==> src/logic/lsbt_pkg.sv <==
// Function
// Each of the seven sinks has one enable bit, bits 0 to 6 for sinks 1 to 7; 1 lights it, 0 darkens it.
// Bits 7:6 of the first timing register pick the shared on time: 0.2, 0.6, 0.8 or 1.2 s.
// The on time applies only to an enabled sink whose off-time field is nonzero, which then stays lit that long and goes dark.
// The off-time fields of sinks 7, 6 and 5 sit in bits 5:4, 3:2 and 1:0 and decode alike: off, 0.6, 1.2 or 1.8 s.
// With a nonzero off time the sink stays dark for that time, relights for the on time, and repeats while enabled.
// An enabled sink whose off-time field is 00 stays lit without blinking.
// The enable bits live in the register at address 0x10, and its bit 7 is reserved.
// All intervals come from one shared time base, and each sink keeps its own phase so sinks blink independently.
package lsbt_pkg;
    localparam logic [7:0] LSBT_SINK_ENABLE_ADDR = 8'h10;
    localparam logic [7:0] LSBT_BLINK_TIMING_ONE_ADDR = 8'h11;
    localparam logic [7:0] LSBT_SINK_ENABLE_RESET = 8'h00;
    localparam logic [7:0] LSBT_BLINK_TIMING_ONE_RESET = 8'h00;
    localparam logic [7:0] LSBT_SINK_ENABLE_MASK = 8'h7F;
    localparam int LSBT_SINKS = 7;
    localparam int LSBT_ON_TIME_LSB = 6;
    localparam int LSBT_FIRST_TIMED_SINK = 4;
    localparam int LSBT_FIELD_W = 2;
    localparam int LSBT_CLK_PERIOD_NS = 5;
    localparam int LSBT_TICK_TIME_MS = 200;
    localparam int LSBT_TICK_CYCLES = LSBT_TICK_TIME_MS * 1000000 / LSBT_CLK_PERIOD_NS;
    localparam int LSBT_ON_00_MS = 200;
    localparam int LSBT_ON_01_MS = 600;
    localparam int LSBT_ON_10_MS = 800;
    localparam int LSBT_ON_11_MS = 1200;
    localparam int LSBT_DARK_01_MS = 600;
    localparam int LSBT_DARK_10_MS = 1200;
    localparam int LSBT_DARK_11_MS = 1800;

    typedef enum logic [1:0] {
        LSBT_IDLE = 2'b00,
        LSBT_LIT = 2'b01,
        LSBT_DARK = 2'b10
    } lsbt_phase_t;

    function automatic logic [3:0] lsbt_on_ticks(input logic [1:0] code);
        int ms;
        unique case (code)
            2'h0: ms = LSBT_ON_00_MS;
            2'h1: ms = LSBT_ON_01_MS;
            2'h2: ms = LSBT_ON_10_MS;
            2'h3: ms = LSBT_ON_11_MS;
        endcase
        return 4'(ms / LSBT_TICK_TIME_MS);
    endfunction : lsbt_on_ticks

    function automatic logic [3:0] lsbt_dark_ticks(input logic [1:0] code);
        int ms;
        unique case (code)
            2'h0: ms = 0;
            2'h1: ms = LSBT_DARK_01_MS;
            2'h2: ms = LSBT_DARK_10_MS;
            2'h3: ms = LSBT_DARK_11_MS;
        endcase
        return 4'(ms / LSBT_TICK_TIME_MS);
    endfunction : lsbt_dark_ticks
endpackage : lsbt_pkg

==> src/logic/lsbt_sink_if.sv <==
`timescale 1ns/1ps
`default_nettype none
interface lsbt_sink_if;
    logic tick;
    logic enable;
    logic [1:0] on_code;
    logic [1:0] dark_code;
    logic lit;
    modport ctrl (output tick, output enable, output on_code, output dark_code, input lit);
    modport sink (input tick, input enable, input on_code, input dark_code, output lit);
endinterface : lsbt_sink_if
`default_nettype wire

==> src/logic/lsbt_sink.sv <==
`timescale 1ns/1ps
`default_nettype none
module lsbt_sink
    import lsbt_pkg::*;
(
    input wire logic clk,
    input wire logic rst_b,
    lsbt_sink_if.sink bus
);
    lsbt_phase_t phase;
    lsbt_phase_t next_phase;
    logic [3:0] cnt;
    logic [3:0] next_cnt;
    logic [3:0] on_ticks;
    logic [3:0] dark_ticks;

    assign on_ticks = lsbt_on_ticks(bus.on_code);
    assign dark_ticks = lsbt_dark_ticks(bus.dark_code);

    always_comb begin
        next_phase = phase;
        next_cnt = cnt;
        if (!bus.enable) begin
            next_phase = LSBT_IDLE;
        end else begin
            unique case (phase)
                LSBT_IDLE: begin
                    next_phase = LSBT_LIT;
                    next_cnt = on_ticks;
                end
                LSBT_LIT: begin
                    if (bus.dark_code == 2'h0) begin
                        next_cnt = on_ticks;
                    end else if (bus.tick) begin
                        if (cnt <= 4'h1) begin
                            next_phase = LSBT_DARK;
                            next_cnt = dark_ticks;
                        end else begin
                            next_cnt = cnt - 4'h1;
                        end
                    end
                end
                LSBT_DARK: begin
                    if (bus.dark_code == 2'h0) begin
                        next_phase = LSBT_LIT;
                        next_cnt = on_ticks;
                    end else if (bus.tick) begin
                        if (cnt <= 4'h1) begin
                            next_phase = LSBT_LIT;
                            next_cnt = on_ticks;
                        end else begin
                            next_cnt = cnt - 4'h1;
                        end
                    end
                end
                default: begin
                    next_phase = LSBT_IDLE;
                end
            endcase
        end
    end

    // each sink owns its phase, so sinks enabled in different tick periods stay out of step
    always_ff @(posedge clk or negedge rst_b) begin
        if (!rst_b) begin
            phase <= LSBT_IDLE;
            cnt <= 4'h0;
        end else begin
            phase <= next_phase;
            cnt <= next_cnt;
        end
    end

    always_ff @(posedge clk or negedge rst_b) begin
        if (!rst_b) begin
            bus.lit <= 1'b0;
        end else begin
            bus.lit <= (next_phase == LSBT_LIT);
        end
    end
endmodule : lsbt_sink
`default_nettype wire

==> src/logic/lsbt_top.sv <==
`timescale 1ns/1ps
`default_nettype none
module lsbt_top
    import lsbt_pkg::*;
#(
    parameter int TICK_CYCLES = LSBT_TICK_CYCLES
) (
    input wire logic clk,
    input wire logic rst_b,
    input wire logic wr_en,
    input wire logic [7:0] wr_addr,
    input wire logic [7:0] wr_data,
    input wire logic rd_en,
    input wire logic [7:0] rd_addr,
    output logic [7:0] rd_data,
    input wire logic [7:0] low_dark_time,
    output logic [LSBT_SINKS-1:0] sink_on
);
    localparam int TW = $clog2(TICK_CYCLES);

    if (TICK_CYCLES < 2) begin : g_bad_tick
        $error("TICK_CYCLES must be at least 2");
    end

    logic [7:0] sink_enable;
    logic [7:0] blink_timing_one;
    logic [TW-1:0] tick_cnt;
    logic tick;

    // one time base for all sinks keeps the counter cost to a single wide register
    always_ff @(posedge clk or negedge rst_b) begin
        if (!rst_b) begin
            tick_cnt <= '0;
            tick <= 1'b0;
        end else begin
            if (tick_cnt == TW'(TICK_CYCLES - 1)) begin
                tick_cnt <= '0;
                tick <= 1'b1;
            end else begin
                tick_cnt <= tick_cnt + TW'(1);
                tick <= 1'b0;
            end
        end
    end

    always_ff @(posedge clk or negedge rst_b) begin
        if (!rst_b) begin
            sink_enable <= LSBT_SINK_ENABLE_RESET;
        end else if (wr_en && wr_addr == LSBT_SINK_ENABLE_ADDR) begin
            sink_enable <= wr_data & LSBT_SINK_ENABLE_MASK;
        end
    end

    always_ff @(posedge clk or negedge rst_b) begin
        if (!rst_b) begin
            blink_timing_one <= LSBT_BLINK_TIMING_ONE_RESET;
        end else if (wr_en && wr_addr == LSBT_BLINK_TIMING_ONE_ADDR) begin
            blink_timing_one <= wr_data;
        end
    end

    always_ff @(posedge clk or negedge rst_b) begin
        if (!rst_b) begin
            rd_data <= 8'h00;
        end else if (rd_en) begin
            unique case (rd_addr)
                LSBT_SINK_ENABLE_ADDR: rd_data <= sink_enable;
                LSBT_BLINK_TIMING_ONE_ADDR: rd_data <= blink_timing_one;
                default: rd_data <= 8'h00;
            endcase
        end
    end

    for (genvar i = 0; i < LSBT_SINKS; i++) begin : g_sink
        lsbt_sink_if bus ();
        assign bus.tick = tick;
        assign bus.enable = sink_enable[i];
        assign bus.on_code = blink_timing_one[LSBT_ON_TIME_LSB +: LSBT_FIELD_W];
        if (i >= LSBT_FIRST_TIMED_SINK) begin : g_timed
            assign bus.dark_code =
                blink_timing_one[(i - LSBT_FIRST_TIMED_SINK) * LSBT_FIELD_W +: LSBT_FIELD_W];
        end else begin : g_low
            assign bus.dark_code = low_dark_time[i * LSBT_FIELD_W +: LSBT_FIELD_W];
        end
        lsbt_sink u_sink (
            .clk(clk),
            .rst_b(rst_b),
            .bus(bus.sink)
        );
        assign sink_on[i] = bus.lit;
    end
endmodule : lsbt_top
`default_nettype wire

==> config.mk <==
export PLATFORM = sky130hd
export DESIGN_NAME = lsbt_top
export DESIGN_NICKNAME = d
export VERILOG_FILES = /design/src/logic/lsbt_pkg.sv /design/src/logic/lsbt_sink_if.sv /design/src/logic/lsbt_sink.sv /design/src/logic/lsbt_top.sv
export SDC_FILE = /design/constraint.sdc
export NUM_CORES = 1
export LEC_CHECK = 0
export ABC_AREA = 0
export BUFFER_PORTS_ARGS = -buffer_cell sky130_fd_sc_hd__buf_2
export CAP_MARGIN = 5
export CORE_MARGIN = 1
export CORE_UTILIZATION = 25
export CTS_CLUSTER_DIAMETER = 80
export DETAILED_ROUTE_END_ITERATION = 16
export GPL_TIMING_DRIVEN = 0
export HOLD_SLACK_MARGIN = 0.05
export PLACE_DENSITY = 0.48
export SLEW_MARGIN = 30
export SYNTH_ARGS = -nofsm -noshare
export SYNTH_HDL_FRONTEND = slang
export SYNTH_SLANG_ARGS = --single-unit
==> constraint.sdc <==
create_clock -name clk -period 3.6 [get_ports clk]
set_clock_uncertainty 0.1 [all_clocks]
set_input_delay 0.18 -clock clk [delete_from_list [all_inputs] [get_ports clk]]
set_output_delay 0.18 -clock clk [all_outputs]
set_load 0.005 [all_outputs]
==> impl_metrics.env, run 1 <==
export IMPL_cts_root_buf="clkbuf_16"
export IMPL_placed_cell_area_um2=8403
export IMPL_fin_crit_ns=2.650
export IMPL_peakVddDrop_v=0.0002133
export IMPL_gr_total_overflow=0
export IMPL_crit_slowest_cell="dfrtp_1"
export IMPL_r2r_start="blink_timing_one[7]"
export IMPL_path_cells="ha_1 -> clkbuf_1 -> o21bai_1 -> a211oi_1 -> o311ai_4 -> buf_6 -> a211o_1 -> o221a_2"
export IMPL_worstSetupEndpointType="register"
export IMPL_cts_buffer_depth=2
export IMPL_grt_usage=0.1260
export IMPL_grt_max_degree=58
export IMPL_nNetsFinal=1037
export IMPL_synthTopCellsByCount="dfrtp_1 (99), ha_1 (94), nor2_1 (84), inv_1 (80), nand2_1 (41)"
export IMPL_synth_top_area_share=0.3261
export IMPL_synthTopCellsByArea="dfrtp_1 (33%), ha_1 (15%), nor2_1 (4.2%)"
export IMPL_antenna_left=0
export IMPL_num_rows=63
export IMPL_die_h_um=176.3
export IMPL_h_tree_depth=3
export IMPL_synth_most_common_cell="dfrtp_1"
export IMPL_grt_pass1_vias=5992
export IMPL_worst_path_dominant_cell_family="compound AO/OA/AOI/OAI gates"
export IMPL_die_w_um=176.3
export IMPL_crit_path_start="blink_timing_one[7]"
export IMPL_fillers=3187
export IMPL_critPathMaxFanout=9
export IMPL_yosysTopAreaCell="dfrtp_1"
export IMPL_insertion_delay_ns=0.35
export IMPL_pwr_density_cell_nw_per_um2=355.9
export IMPL_async_reset_ff_frac=1.000
export IMPL_dp_slack_ns=0.9430
export IMPL_place_congestion=0.8339
export IMPL_ys_warn_count=0
export IMPL_synthCells=835
export IMPL_cts_buffers=9
export IMPL_worst_pin_slew_ns=0.9390
export IMPL_dieArea_um2=31090
export IMPL_io_buffers=48
export IMPL_grt_antenna_before_repair=1
export IMPL_routed_wl_um=18830
export IMPL_slew_headroom=0.3641
export IMPL_cts_tree="built"
export IMPL_drv_slew=0
export IMPL_final_layout_size_suffix_gt1_frac=0.1491
export IMPL_synth_edff_count=0
export IMPL_start_util=0.2549
export IMPL_coreArea_um2=29800
export IMPL_area_growth_pct=15.85
export IMPL_drt_vias_per_instance=4.739
export IMPL_cts_setup_buffers=0
export IMPL_grt_pass1_wl_um=31080
export IMPL_rsz0062_at_grt="no"
export IMPL_power_leakage_nw=3.917
export IMPL_max_freq_mhz=377.4
export IMPL_drt_iter0_drc=332
export IMPL_synth_seq_area_share=0.3261
export IMPL_ys_ff_latch=99
export IMPL_avgSynthCellArea_um2=9.097
export IMPL_cp_required_ns=3.75
export IMPL_drc=0
export IMPL_cpPeakStageDelay_ns=0.52
export IMPL_ys_types=73
export IMPL_startpoint_type="register"
export IMPL_arrival_ns=2.80
export IMPL_setup_viol=0
export IMPL_status="complete, no violations"
export IMPL_clk_transition_reported_paths_ns=0.08
export IMPL_synthesis_nets=965
export IMPL_ys_flop_type="dfrtp_1"
export IMPL_critPathKind="register to register"
export IMPL_clock_sinks=99
export IMPL_first_pass_iters=5
export IMPL_final_hold_viol_count=0
export IMPL_io_pin_count=51
export IMPL_dp_hpwl_um=13990
export IMPL_routedWlPerCell_um=14.45
export IMPL_final_setup_worst_slack_ns=0.9502
export IMPL_crit_buf_inv=2
export IMPL_hp_class="input pin to asynchronous set/reset pin"
export IMPL_final_period_utilization=0.7360
export IMPL_syn_area_um2=7596
export IMPL_fin_area_um2=8800
export IMPL_vias=6175
export IMPL_drv_cap=0
==> power breakdown <==
part           switching, mW  total, mW  internal, mW
clock                  0.476       1.03         0.550
sequential            0.0994       1.29          1.19
combinational          0.478      0.818         0.340
total                   1.05       3.13          2.08
==> worst paths after layout <==
| kind | to | slack [ns] | depth (start not counted) |
|---|---|---|---|
| setup reg to reg | g_sink[5].u_sink.cnt[0] | 0.95 | 8 |
| setup / recovery | g_sink[5].u_sink.cnt[0] | 0.95 | 8 |
| hold / removal | tick_cnt[21] | 0.24 | 2 |
| max in group asynchronous | blink_timing_one[5] | 2.57 | 3 |
| hold reg to reg | tick_cnt[24] | 0.40 | 1 |
| min in group clk | sink_enable[0] | 0.24 | 3 |
==> timing repair <==
item	in CTS	in global routing
hold buffers	9	0
endpoints found under the setup margin	0	0
endpoints found under the hold margin	71	0
resized for setup	0	0
==> sequential cells by signal (all words and copies together) (netlist names) <==
register and flops:
sink_enable 7, blink_timing_one 8, g_sink.bus.tick 1, g_sink.u_sink.cnt 28, g_sink.u_sink.bus.lit 7, rd_data 8, tick_cnt 26, g_sink.u_sink.phase 14
==> cell usage in the layout (no fill, tap or decap), drive strengths merged, types with 7 or more instances in the layout <==
master	n
a211oi	9
a21oi	27
a2bb2oi	10
a31oi	20
and2	7
buf	74
clkbuf	18
dfrtp	99
dlygate4sd3	9
ha	94
inv	85
mux2	15
mux2i	16
nand2	41
nand2b	16
nand3	23
nand4	11
nor2	86
nor2b	20
nor3	23
nor4	11
o21ai	37
o22ai	12
o311ai	7
or2	10
xnor2	18
xor2	14
==> layer usage <==
layer | wire, um | global-route usage | up-vias
met3 | 715 | 0.02562 | 19
met5 | 0 | 0 | -
met2 | 8659 | 0.2054 | 97
li1 | - | - | 3116
met1 | 9050 | 0.1668 | 2943
met4 | 403 | 0.03768 | 0
==> logic make-up after synthesis <==
| family | after synthesis | synth area share |
|---|---|---|
| xor gates and xnor gates | 32 | 0.03690 |
| DFF | 99 | 0.3261 |
| buffers and inverters | 112 | 0.06259 |
| adders and majority gates | 94 | 0.1548 |
| AOI/OAI and AO/OA | 192 | 0.1850 |
| and+or+nand+nor | 275 | 0.1912 |
| muxes | 31 | 0.04332 |
==> metrics by stage <==
stage	hold WS [ns]	power [mW]	setup TNS [ns]	std cells	util
after floorplan	-0.2156	1.892	0	835	-
after global placement	0.3160	2.108	-0.06359	1273	0.2794
after CTS	0.2253	3.183	0	1302	0.2952
after detailed placement	0.05744	2.112	0	1277	0.2820
after global routing	0.2332	3.348	0	1303	0.2953
final	0.2351	3.132	0	1303	0.2953
==> layout make-up <==
class / count / area, um2 / area share
tap: 390 / 488.0 / 0.05545
timing repair buffer: 61 / 389.1 / 0.04422
multi-input combinational: 624 / 4663 / 0.5299
clock buffer: 9 / 225.2 / 0.02559
antenna: 1 / 2.502 / 0.0002844
inverter: 81 / 304.0 / 0.03455
clock inverter: 7 / 78.83 / 0.008958
buffer: 31 / 171.4 / 0.01948
sequential: 99 / 2477 / 0.2815
(Power assumes the default switching activity.)
==> run 2, diff against run 1 <==
- ABC_AREA: 0 -> 1
- PLACE_DENSITY: 0.48 -> 0.49
- clock period: 3.6 -> 2.31 ns (I/O delays scaled with it)
==> run 2 against run 1 <==
Effect of this change: total power grew 81%; sequential share of layout area shrank 0.087 points; sequential power grew 72%; register-to-register slack worse by 0.72 ns; combinational power up 77%; routed wire length rose by 0.81%; die area is 0.98% lower; via count grew 6.7%; area after synthesis down 0.99%; non-clock buffer count decreased by 14; highest routed layer unchanged.
==> impl_metrics.env, run 2 <==
export IMPL_status="complete, no violations"
export IMPL_io_pin_count=51
export IMPL_tns_ns=0
export IMPL_critPathMaxFanout=10
export IMPL_power_leakage_nw=4.345
export IMPL_whs_ns=0.1597
export IMPL_nNetsFinal=1220
export IMPL_ys_flop_type="dfrtp_1"
export IMPL_insertion_delay_ns=0.35
export IMPL_dieArea_um2=30780
export IMPL_async_reset_ff_frac=1.000
export IMPL_routedWlPerCell_um=12.78
export IMPL_drt_vias_per_instance=4.435
export IMPL_cts_buffers=9
export IMPL_top_register="g_sink.u_sink.cnt"
export IMPL_grt_antenna_before_repair=0
export IMPL_h_tree_depth=3
export IMPL_synthCells=1015
export IMPL_final_hold_viol_count=0
export IMPL_yosysTopAreaCell="dfrtp_1"
export IMPL_drv_slew=0
export IMPL_hp_class="input pin to asynchronous set/reset pin"
export IMPL_p_total_mw=5.658
export IMPL_clock_sinks=99
export IMPL_ys_warn_count=0
export IMPL_area_growth_pct=17.48
export IMPL_coreArea_um2=29640
export IMPL_synth_top_area_share=0.3294
export IMPL_cpPeakStageDelay_ns=0.44
export IMPL_ys_types=39
export IMPL_peakVddDrop_v=0.0003783
export IMPL_routed_wl_um=18980
export IMPL_grt_pass1_vias=6374
export IMPL_first_pass_iters=5
export IMPL_ys_ff_latch=99
export IMPL_synthesis_nets=1145
export IMPL_worst_path_dominant_cell_family="simple AND/OR/NAND/NOR gates"
export IMPL_final_period_utilization=0.9005
export IMPL_synthTopCellsByArea="dfrtp_1 (33%), ha_1 (16%), nand2_1 (10%)"
export IMPL_avgSynthCellArea_um2=7.410
export IMPL_vias=6586
export IMPL_cp_common_cell="nand2_1"
export IMPL_grt_pass1_wl_um=31840
export IMPL_setup_viol=0
export IMPL_startpoint_type="register"
export IMPL_worstSetupEndpointType="register"
export IMPL_drt_iter0_drc=374
export IMPL_gr_total_overflow=0
export IMPL_grt_max_degree=56
export IMPL_cts_tree="built"
export IMPL_path_cells="buf_4 -> ha_1 -> ha_1 -> o21a_1 -> nand3_1 -> nor2_4 -> buf_6 -> nand2_1 -> nand2_1 -> nand2_1 -> nand2_1 -> nand2_1"
export IMPL_antenna_left=0
export IMPL_synth_most_common_cell="nand2_1"
export IMPL_place_congestion=0.8288
export IMPL_synthTopCellsByCount="nand2_1 (207), inv_1 (173), dfrtp_1 (99), nor2_1 (99), ha_1 (94)"
export IMPL_syn_area_um2=7521
export IMPL_worst_pin_slew_ns=0.5922
export IMPL_synth_edff_count=0
export IMPL_antenna_cells=0
export IMPL_crit_slowest_cell="dfrtp_2"
export IMPL_rsz0062_at_grt="no"
export IMPL_fin_crit_ns=2.080
export IMPL_start_util=0.2538
export IMPL_dp_hpwl_um=14180
export IMPL_reg_largest_list="g_sink.u_sink.cnt: 28 flops, tick_cnt: 26 flops, g_sink.u_sink.phase: 14 flops"
export IMPL_synth_seq_area_share=0.3294
export IMPL_die_h_um=175.4
export IMPL_layout_commonest_cell="nand2_1"
export IMPL_cp_required_ns=2.44
export IMPL_crit_buf_inv=2
export IMPL_io_buffers=50
export IMPL_cts_root_buf="clkbuf_16"
export IMPL_grt_usage=0.1287
export IMPL_drc=0
export IMPL_cts_buffer_depth=2
export IMPL_max_freq_mhz=480.7
export IMPL_clk_transition_reported_paths_ns=0.08
export IMPL_die_w_um=175.4
export IMPL_pwr_density_cell_nw_per_um2=640.4
export IMPL_largest_reg_flops=28
export IMPL_drv_cap=0
export IMPL_slew_headroom=0.6028
export IMPL_layout_common_cells="nand2_1 (207), inv_1 (171), nor2_1 (99)"
export IMPL_critPathKind="register to register"
export IMPL_final_core_utilization=0.2981
export IMPL_num_rows=63
export IMPL_final_layout_size_suffix_gt1_frac=0.09132
export IMPL_arrival_ns=2.21
==> run 2: worst paths after layout <==
path                                startpoint                       end  slack, ns  depth (start not counted)
max                        blink_timing_one[7]   g_sink[4].u_sink.cnt[0]       0.23                         12
min reg2reg                        tick_cnt[0]               tick_cnt[0]       0.39                          1
max reg2reg                blink_timing_one[7]   g_sink[4].u_sink.cnt[0]       0.23                         12
max in group asynchronous                rst_b       blink_timing_one[7]       1.29                          3
min in group clk                         wr_en            sink_enable[2]       0.17                          4
min                                      rst_b  g_sink[0].u_sink.bus.lit       0.16                          2
==> run 2: kinds of logic (layout without fill, tap and decap cells) <==
kind of cell | Yosys count | count (layout) | synth area share
simple gates | 432 | 432 | 0.2457
buf+inv | 194 | 274 | 0.1013
compound gates | 165 | 165 | 0.1311
flops | 99 | 99 | 0.3294
fa+ha+maj | 94 | 94 | 0.1564
xor+xnor | 31 | 31 | 0.03610
==> run 2: worst reg2reg max path, delay by kind of cell (launching register included) <==
kind            cells  cell delay (ns)
fa+ha+maj           2             0.44
simple gates        7             0.53
compound gates      1             0.11
buf+inv             2             0.34
flops               1             0.44
==> run 2: power by group <==
| group | switching (mW) | internal, mW | total [mW] | leakage [nW] |
|---|---|---|---|---|
| Clock | 0.709 | 1.28 | 1.99 | 0.190 |
| Combinational | 0.908 | 0.546 | 1.45 | 2.85 |
| Sequential | 0.227 | 1.99 | 2.22 | 1.30 |
| Total | 1.84 | 3.81 | 5.66 | 4.34 |
==> run 2: what timing repair did <==
item	CTS	global route
resized for setup	3	8
endpoints found under the setup margin	9	10
pin swaps	1	0
hold endpoints to repair	119	0
hold buffers	10	0
buffers inserted	1	2
==> run 2: area by class of cell <==
type / count / area, um2
clock inverter: 7 / 163.9
multi-input combinational: 722 / 4307
buffer: 14 / 90.09
tap: 390 / 488.0
sequential: 99 / 2480
timing repair buffer: 64 / 406.6
clock buffer: 9 / 225.2
inverter: 180 / 675.6
fill: 3229 / 20800
==> run 2: stage by stage <==
step                area [um2]  setup WS [ns]  cells
floorplan                 7521         0.3972   1015
global placement          8259        -0.2101   1455
detailed placement        8293        -0.2314   1456
CTS                       8806        0.06470   1483
global route              8836        0.01343   1485
finish                    8836         0.2298   1485
==> run 2: layer usage <==
layer	wire, um	global-route usage
met1	9654	0.1723
met2	8644	0.2154
met3	464	0.02035
met4	217	0.03152
met5	0	0
==> run 3, diff against run 2 <==
- SYNTH_HIERARCHICAL: unset -> 1
==> run 3 against run 2 <==
Effect of this change: flip-flop and latch count did not move; synthesized cell count rose by 37%; die area rose by 28%; total power fell by 5.6%; non-clock buffer count rose by 10; worst hold slack got worse by 0.070 ns; worst setup slack got worse by 0.13 ns; register-to-register slack got worse by 0.13 ns; routed wire length rose by 23%; sequential share of layout area fell by 6.1 points; count of clock-buffer cells in the layout did not move; fmax fell by 6.0%; critical path type unchanged; critical endpoint is now g_sink[2].u_sink/cnt[0].
==> impl_metrics.env, run 3 <==
export IMPL_place_congestion=0.8234
export IMPL_p_seq_frac=0.405
export IMPL_grt_pass1_vias=8319
export IMPL_clock_sinks=99
export IMPL_max_freq_mhz=451.9
export IMPL_async_reset_ff_frac=1.000
export IMPL_layout_common_cells="nand2_1 (321), inv_1 (228), nor2_1 (170)"
export IMPL_reg_largest_list="g_sink.u_sink/cnt: 28 flops, tick_cnt: 26 flops, g_sink.u_sink/phase: 14 flops"
export IMPL_drv_slew=0
export IMPL_nNetsFinal=1656
export IMPL_peakVddDrop_v=0.0003237
export IMPL_drt_iter0_drc=397
export IMPL_synth_edff_count=0
export IMPL_fin_crit_ns=2.213
export IMPL_synth_top_area_share=0.2572
export IMPL_synthTopCellsByCount="nand2_1 (321), inv_1 (231), nor2_1 (170), ha_1 (142), dfrtp_1 (99)"
export IMPL_die_w_um=198.3
export IMPL_critPathKind="register to register"
export IMPL_final_period_utilization=0.9580
export IMPL_antenna_cells=0
export IMPL_ys_warn_count=6
export IMPL_arrival_ns=2.37
export IMPL_clk_transition_reported_paths_ns=0.08
export IMPL_avgSynthCellArea_um2=6.929
export IMPL_yosysTopAreaCell="dfrtp_1"
export IMPL_antenna_left=0
export IMPL_die_h_um=198.3
export IMPL_p_int_mw=3.448
export IMPL_largest_reg_flops=28
export IMPL_dp_slack_ns=-0.3769
export IMPL_cp_common_cell="nand2_1"
export IMPL_synthCells=1390
export IMPL_path_cells="buf_6 -> ha_2 -> ha_1 -> o21ai_0 -> nor2_1 -> nand2_1 -> nor2_2 -> nand3_2 -> a21oi_2 -> nand2_1 -> nand2_1 -> a21oi_2"
export IMPL_routed_wl_um=23280
export IMPL_start_util=0.2551
export IMPL_insertion_delay_ns=0.36
export IMPL_rsz0062_at_grt="yes"
export IMPL_io_buffers=49
export IMPL_placed_cell_area_um2=10550
export IMPL_critPathMaxFanout=10
export IMPL_setup_viol=0
export IMPL_power_leakage_nw=5.794
export IMPL_grt_max_degree=67
export IMPL_vias=8503
export IMPL_coreArea_um2=37760
export IMPL_power_switching_mw=1.895
export IMPL_final_setup_worst_slack_ns=0.09713
export IMPL_cts_tree="built"
export IMPL_hp_class="input pin to asynchronous set/reset pin"
export IMPL_ys_flop_type="dfrtp_1"
export IMPL_cts_root_buf="clkbuf_16"
export IMPL_whs_ns=0.08935
export IMPL_worstSetupEndpointType="register"
export IMPL_drc=0
export IMPL_h_tree_depth=3
export IMPL_final_hold_viol_count=0
export IMPL_combinationalPowerShare=0.291
export IMPL_area_growth_pct=17.47
export IMPL_r2r_start="blink_timing_one[7]"
export IMPL_swShare=0.3547
export IMPL_first_pass_iters=5
export IMPL_grt_antenna_before_repair=0
export IMPL_synthTopCellsByArea="dfrtp_1 (26%), ha_1 (18%), nand2_1 (13%)"
export IMPL_gr_total_overflow=0
export IMPL_ys_ff_latch=99
export IMPL_crit_slowest_cell="dfrtp_4"
export IMPL_dieArea_um2=39320
export IMPL_crit_buf_inv=1
export IMPL_worst_path_dominant_cell_family="flip-flops"
export IMPL_synth_most_common_cell="nand2_1"
export IMPL_tns_ns=0
export IMPL_drv_cap=0
export IMPL_drt_vias_per_instance=4.264
export IMPL_cp_required_ns=2.47
export IMPL_fin_area_um2=11310
export IMPL_grt_usage=0.1240
export IMPL_clock_power_share=0.304
export IMPL_syn_area_um2=9632
export IMPL_crit_path_start="blink_timing_one[7]"
export IMPL_final_layout_size_suffix_gt1_frac=0.1524
export IMPL_status="complete, no violations"
export IMPL_cpPeakStageDelay_ns=0.55
export IMPL_io_pin_count=51
export IMPL_layout_commonest_cell="nand2_1"
export IMPL_startpoint_type="register"
export IMPL_synthesis_nets=1568
export IMPL_pwr_density_cell_nw_per_um2=472.3
export IMPL_cts_buffers=9
export IMPL_synth_seq_area_share=0.2572
export IMPL_top_register="g_sink.u_sink/cnt"
export IMPL_worst_pin_slew_ns=0.9070
export IMPL_dp_hpwl_um=17630
export IMPL_cts_buffer_depth=2
export IMPL_num_rows=71
export IMPL_ys_types=36
export IMPL_grt_pass1_wl_um=39520
export IMPL_slew_headroom=0.3907
export IMPL_routedWlPerCell_um=11.68
[run 3: changes by cell type after synthesis, moves of 20 or more]
cell     previous run  this run
nand2_1           207       321
nand2_2             0        22
nor2_1             99       170
nand3_1            62        93
o21ai_0            65        36
ha_1               94       142
inv_2               2        22
inv_1             173       231
[run 3: area by class of cell]
cell class / instances / area, um2
Sequential cell: 99 / 2485
Buffer: 11 / 80.08
Inverter: 255 / 960.9
Tap cell: 511 / 639.4
Timing Repair Buffer: 77 / 586.8
Clock buffer: 9 / 225.2
Clock inverter: 7 / 82.58
Multi-Input combinational cell: 1025 / 6255
Fill cell: 4119 / 26440
[run 3: worst reg2reg max path: stages, from the launching register on]
cell and delay [ns]:
dfrtp_4 0.55, buf_6 0.19, ha_2 0.22, ha_1 0.28
o21ai_0 0.07, nor2_1 0.13, nand2_1 0.08, nor2_2 0.11
nand3_2 0.09, a21oi_2 0.12, nand2_1 0.05, nand2_1 0.07
a21oi_2 0.06
[run 3: power by group through the flow]
stage / Clock [mW] / Combinational (mW) / Sequential, mW
floorplan: 0 / 1.12 / 2.16
global placement: 0 / 1.45 / 2.22
detailed placement: 0 / 1.47 / 2.21
CTS: 1.69 / 1.54 / 2.17
global route: 1.74 / 1.78 / 2.21
finish: 1.62 / 1.55 / 2.17
[run 3: final timing paths]
kind	end	cells after the start	slack (ns)
max	g_sink[2].u_sink/cnt[0]	12	0.1
min in group clk	blink_timing_one[7]	5	0.09
max reg2reg	g_sink[2].u_sink/cnt[0]	12	0.1
max in group asynchronous	blink_timing_one[7]	3	1.33
min	g_sink[1].u_sink/bus.lit	2	0.09
min reg2reg	rd_data[6]	2	0.38
[run 3: routing by layer]
metal	up-vias	routed length, um	global-route usage
met1	3877	11180	0.1565
met2	81	11330	0.2199
met5	-	0	0
li1	4532	-	-
met4	0	204	0.02842
met3	13	567	0.01891
[run 3: logic make-up (layout without fill, tap and decap cells)]
family	after synthesis	in the layout	share of synthesized area
fa+ha+maj	142	142	0.1845
buf+inv	266	359	0.1077
simple gates	703	703	0.3240
xor+xnor	29	29	0.02637
compound gates	151	151	0.1003
flops	99	99	0.2572
[run 3: timing repair]
item                                    in CTS  in global routing
endpoints found under the hold margin      119                  0
endpoints found under the setup margin       7                  7
pin swaps                                    0                  3
resized for setup                            2                 37
hold buffers                                13                  0
setup buffers                                7                  7
[run 3: per-stage QoR]
step	utilization	power, mW	std cells
after detailed placement	0.2795	3.681	1951
final	0.2997	5.344	1994
after global placement	0.2786	3.669	1950
after CTS	0.2941	5.395	1987
after floorplan	-	3.279	1390
after global routing	0.2997	5.719	1994
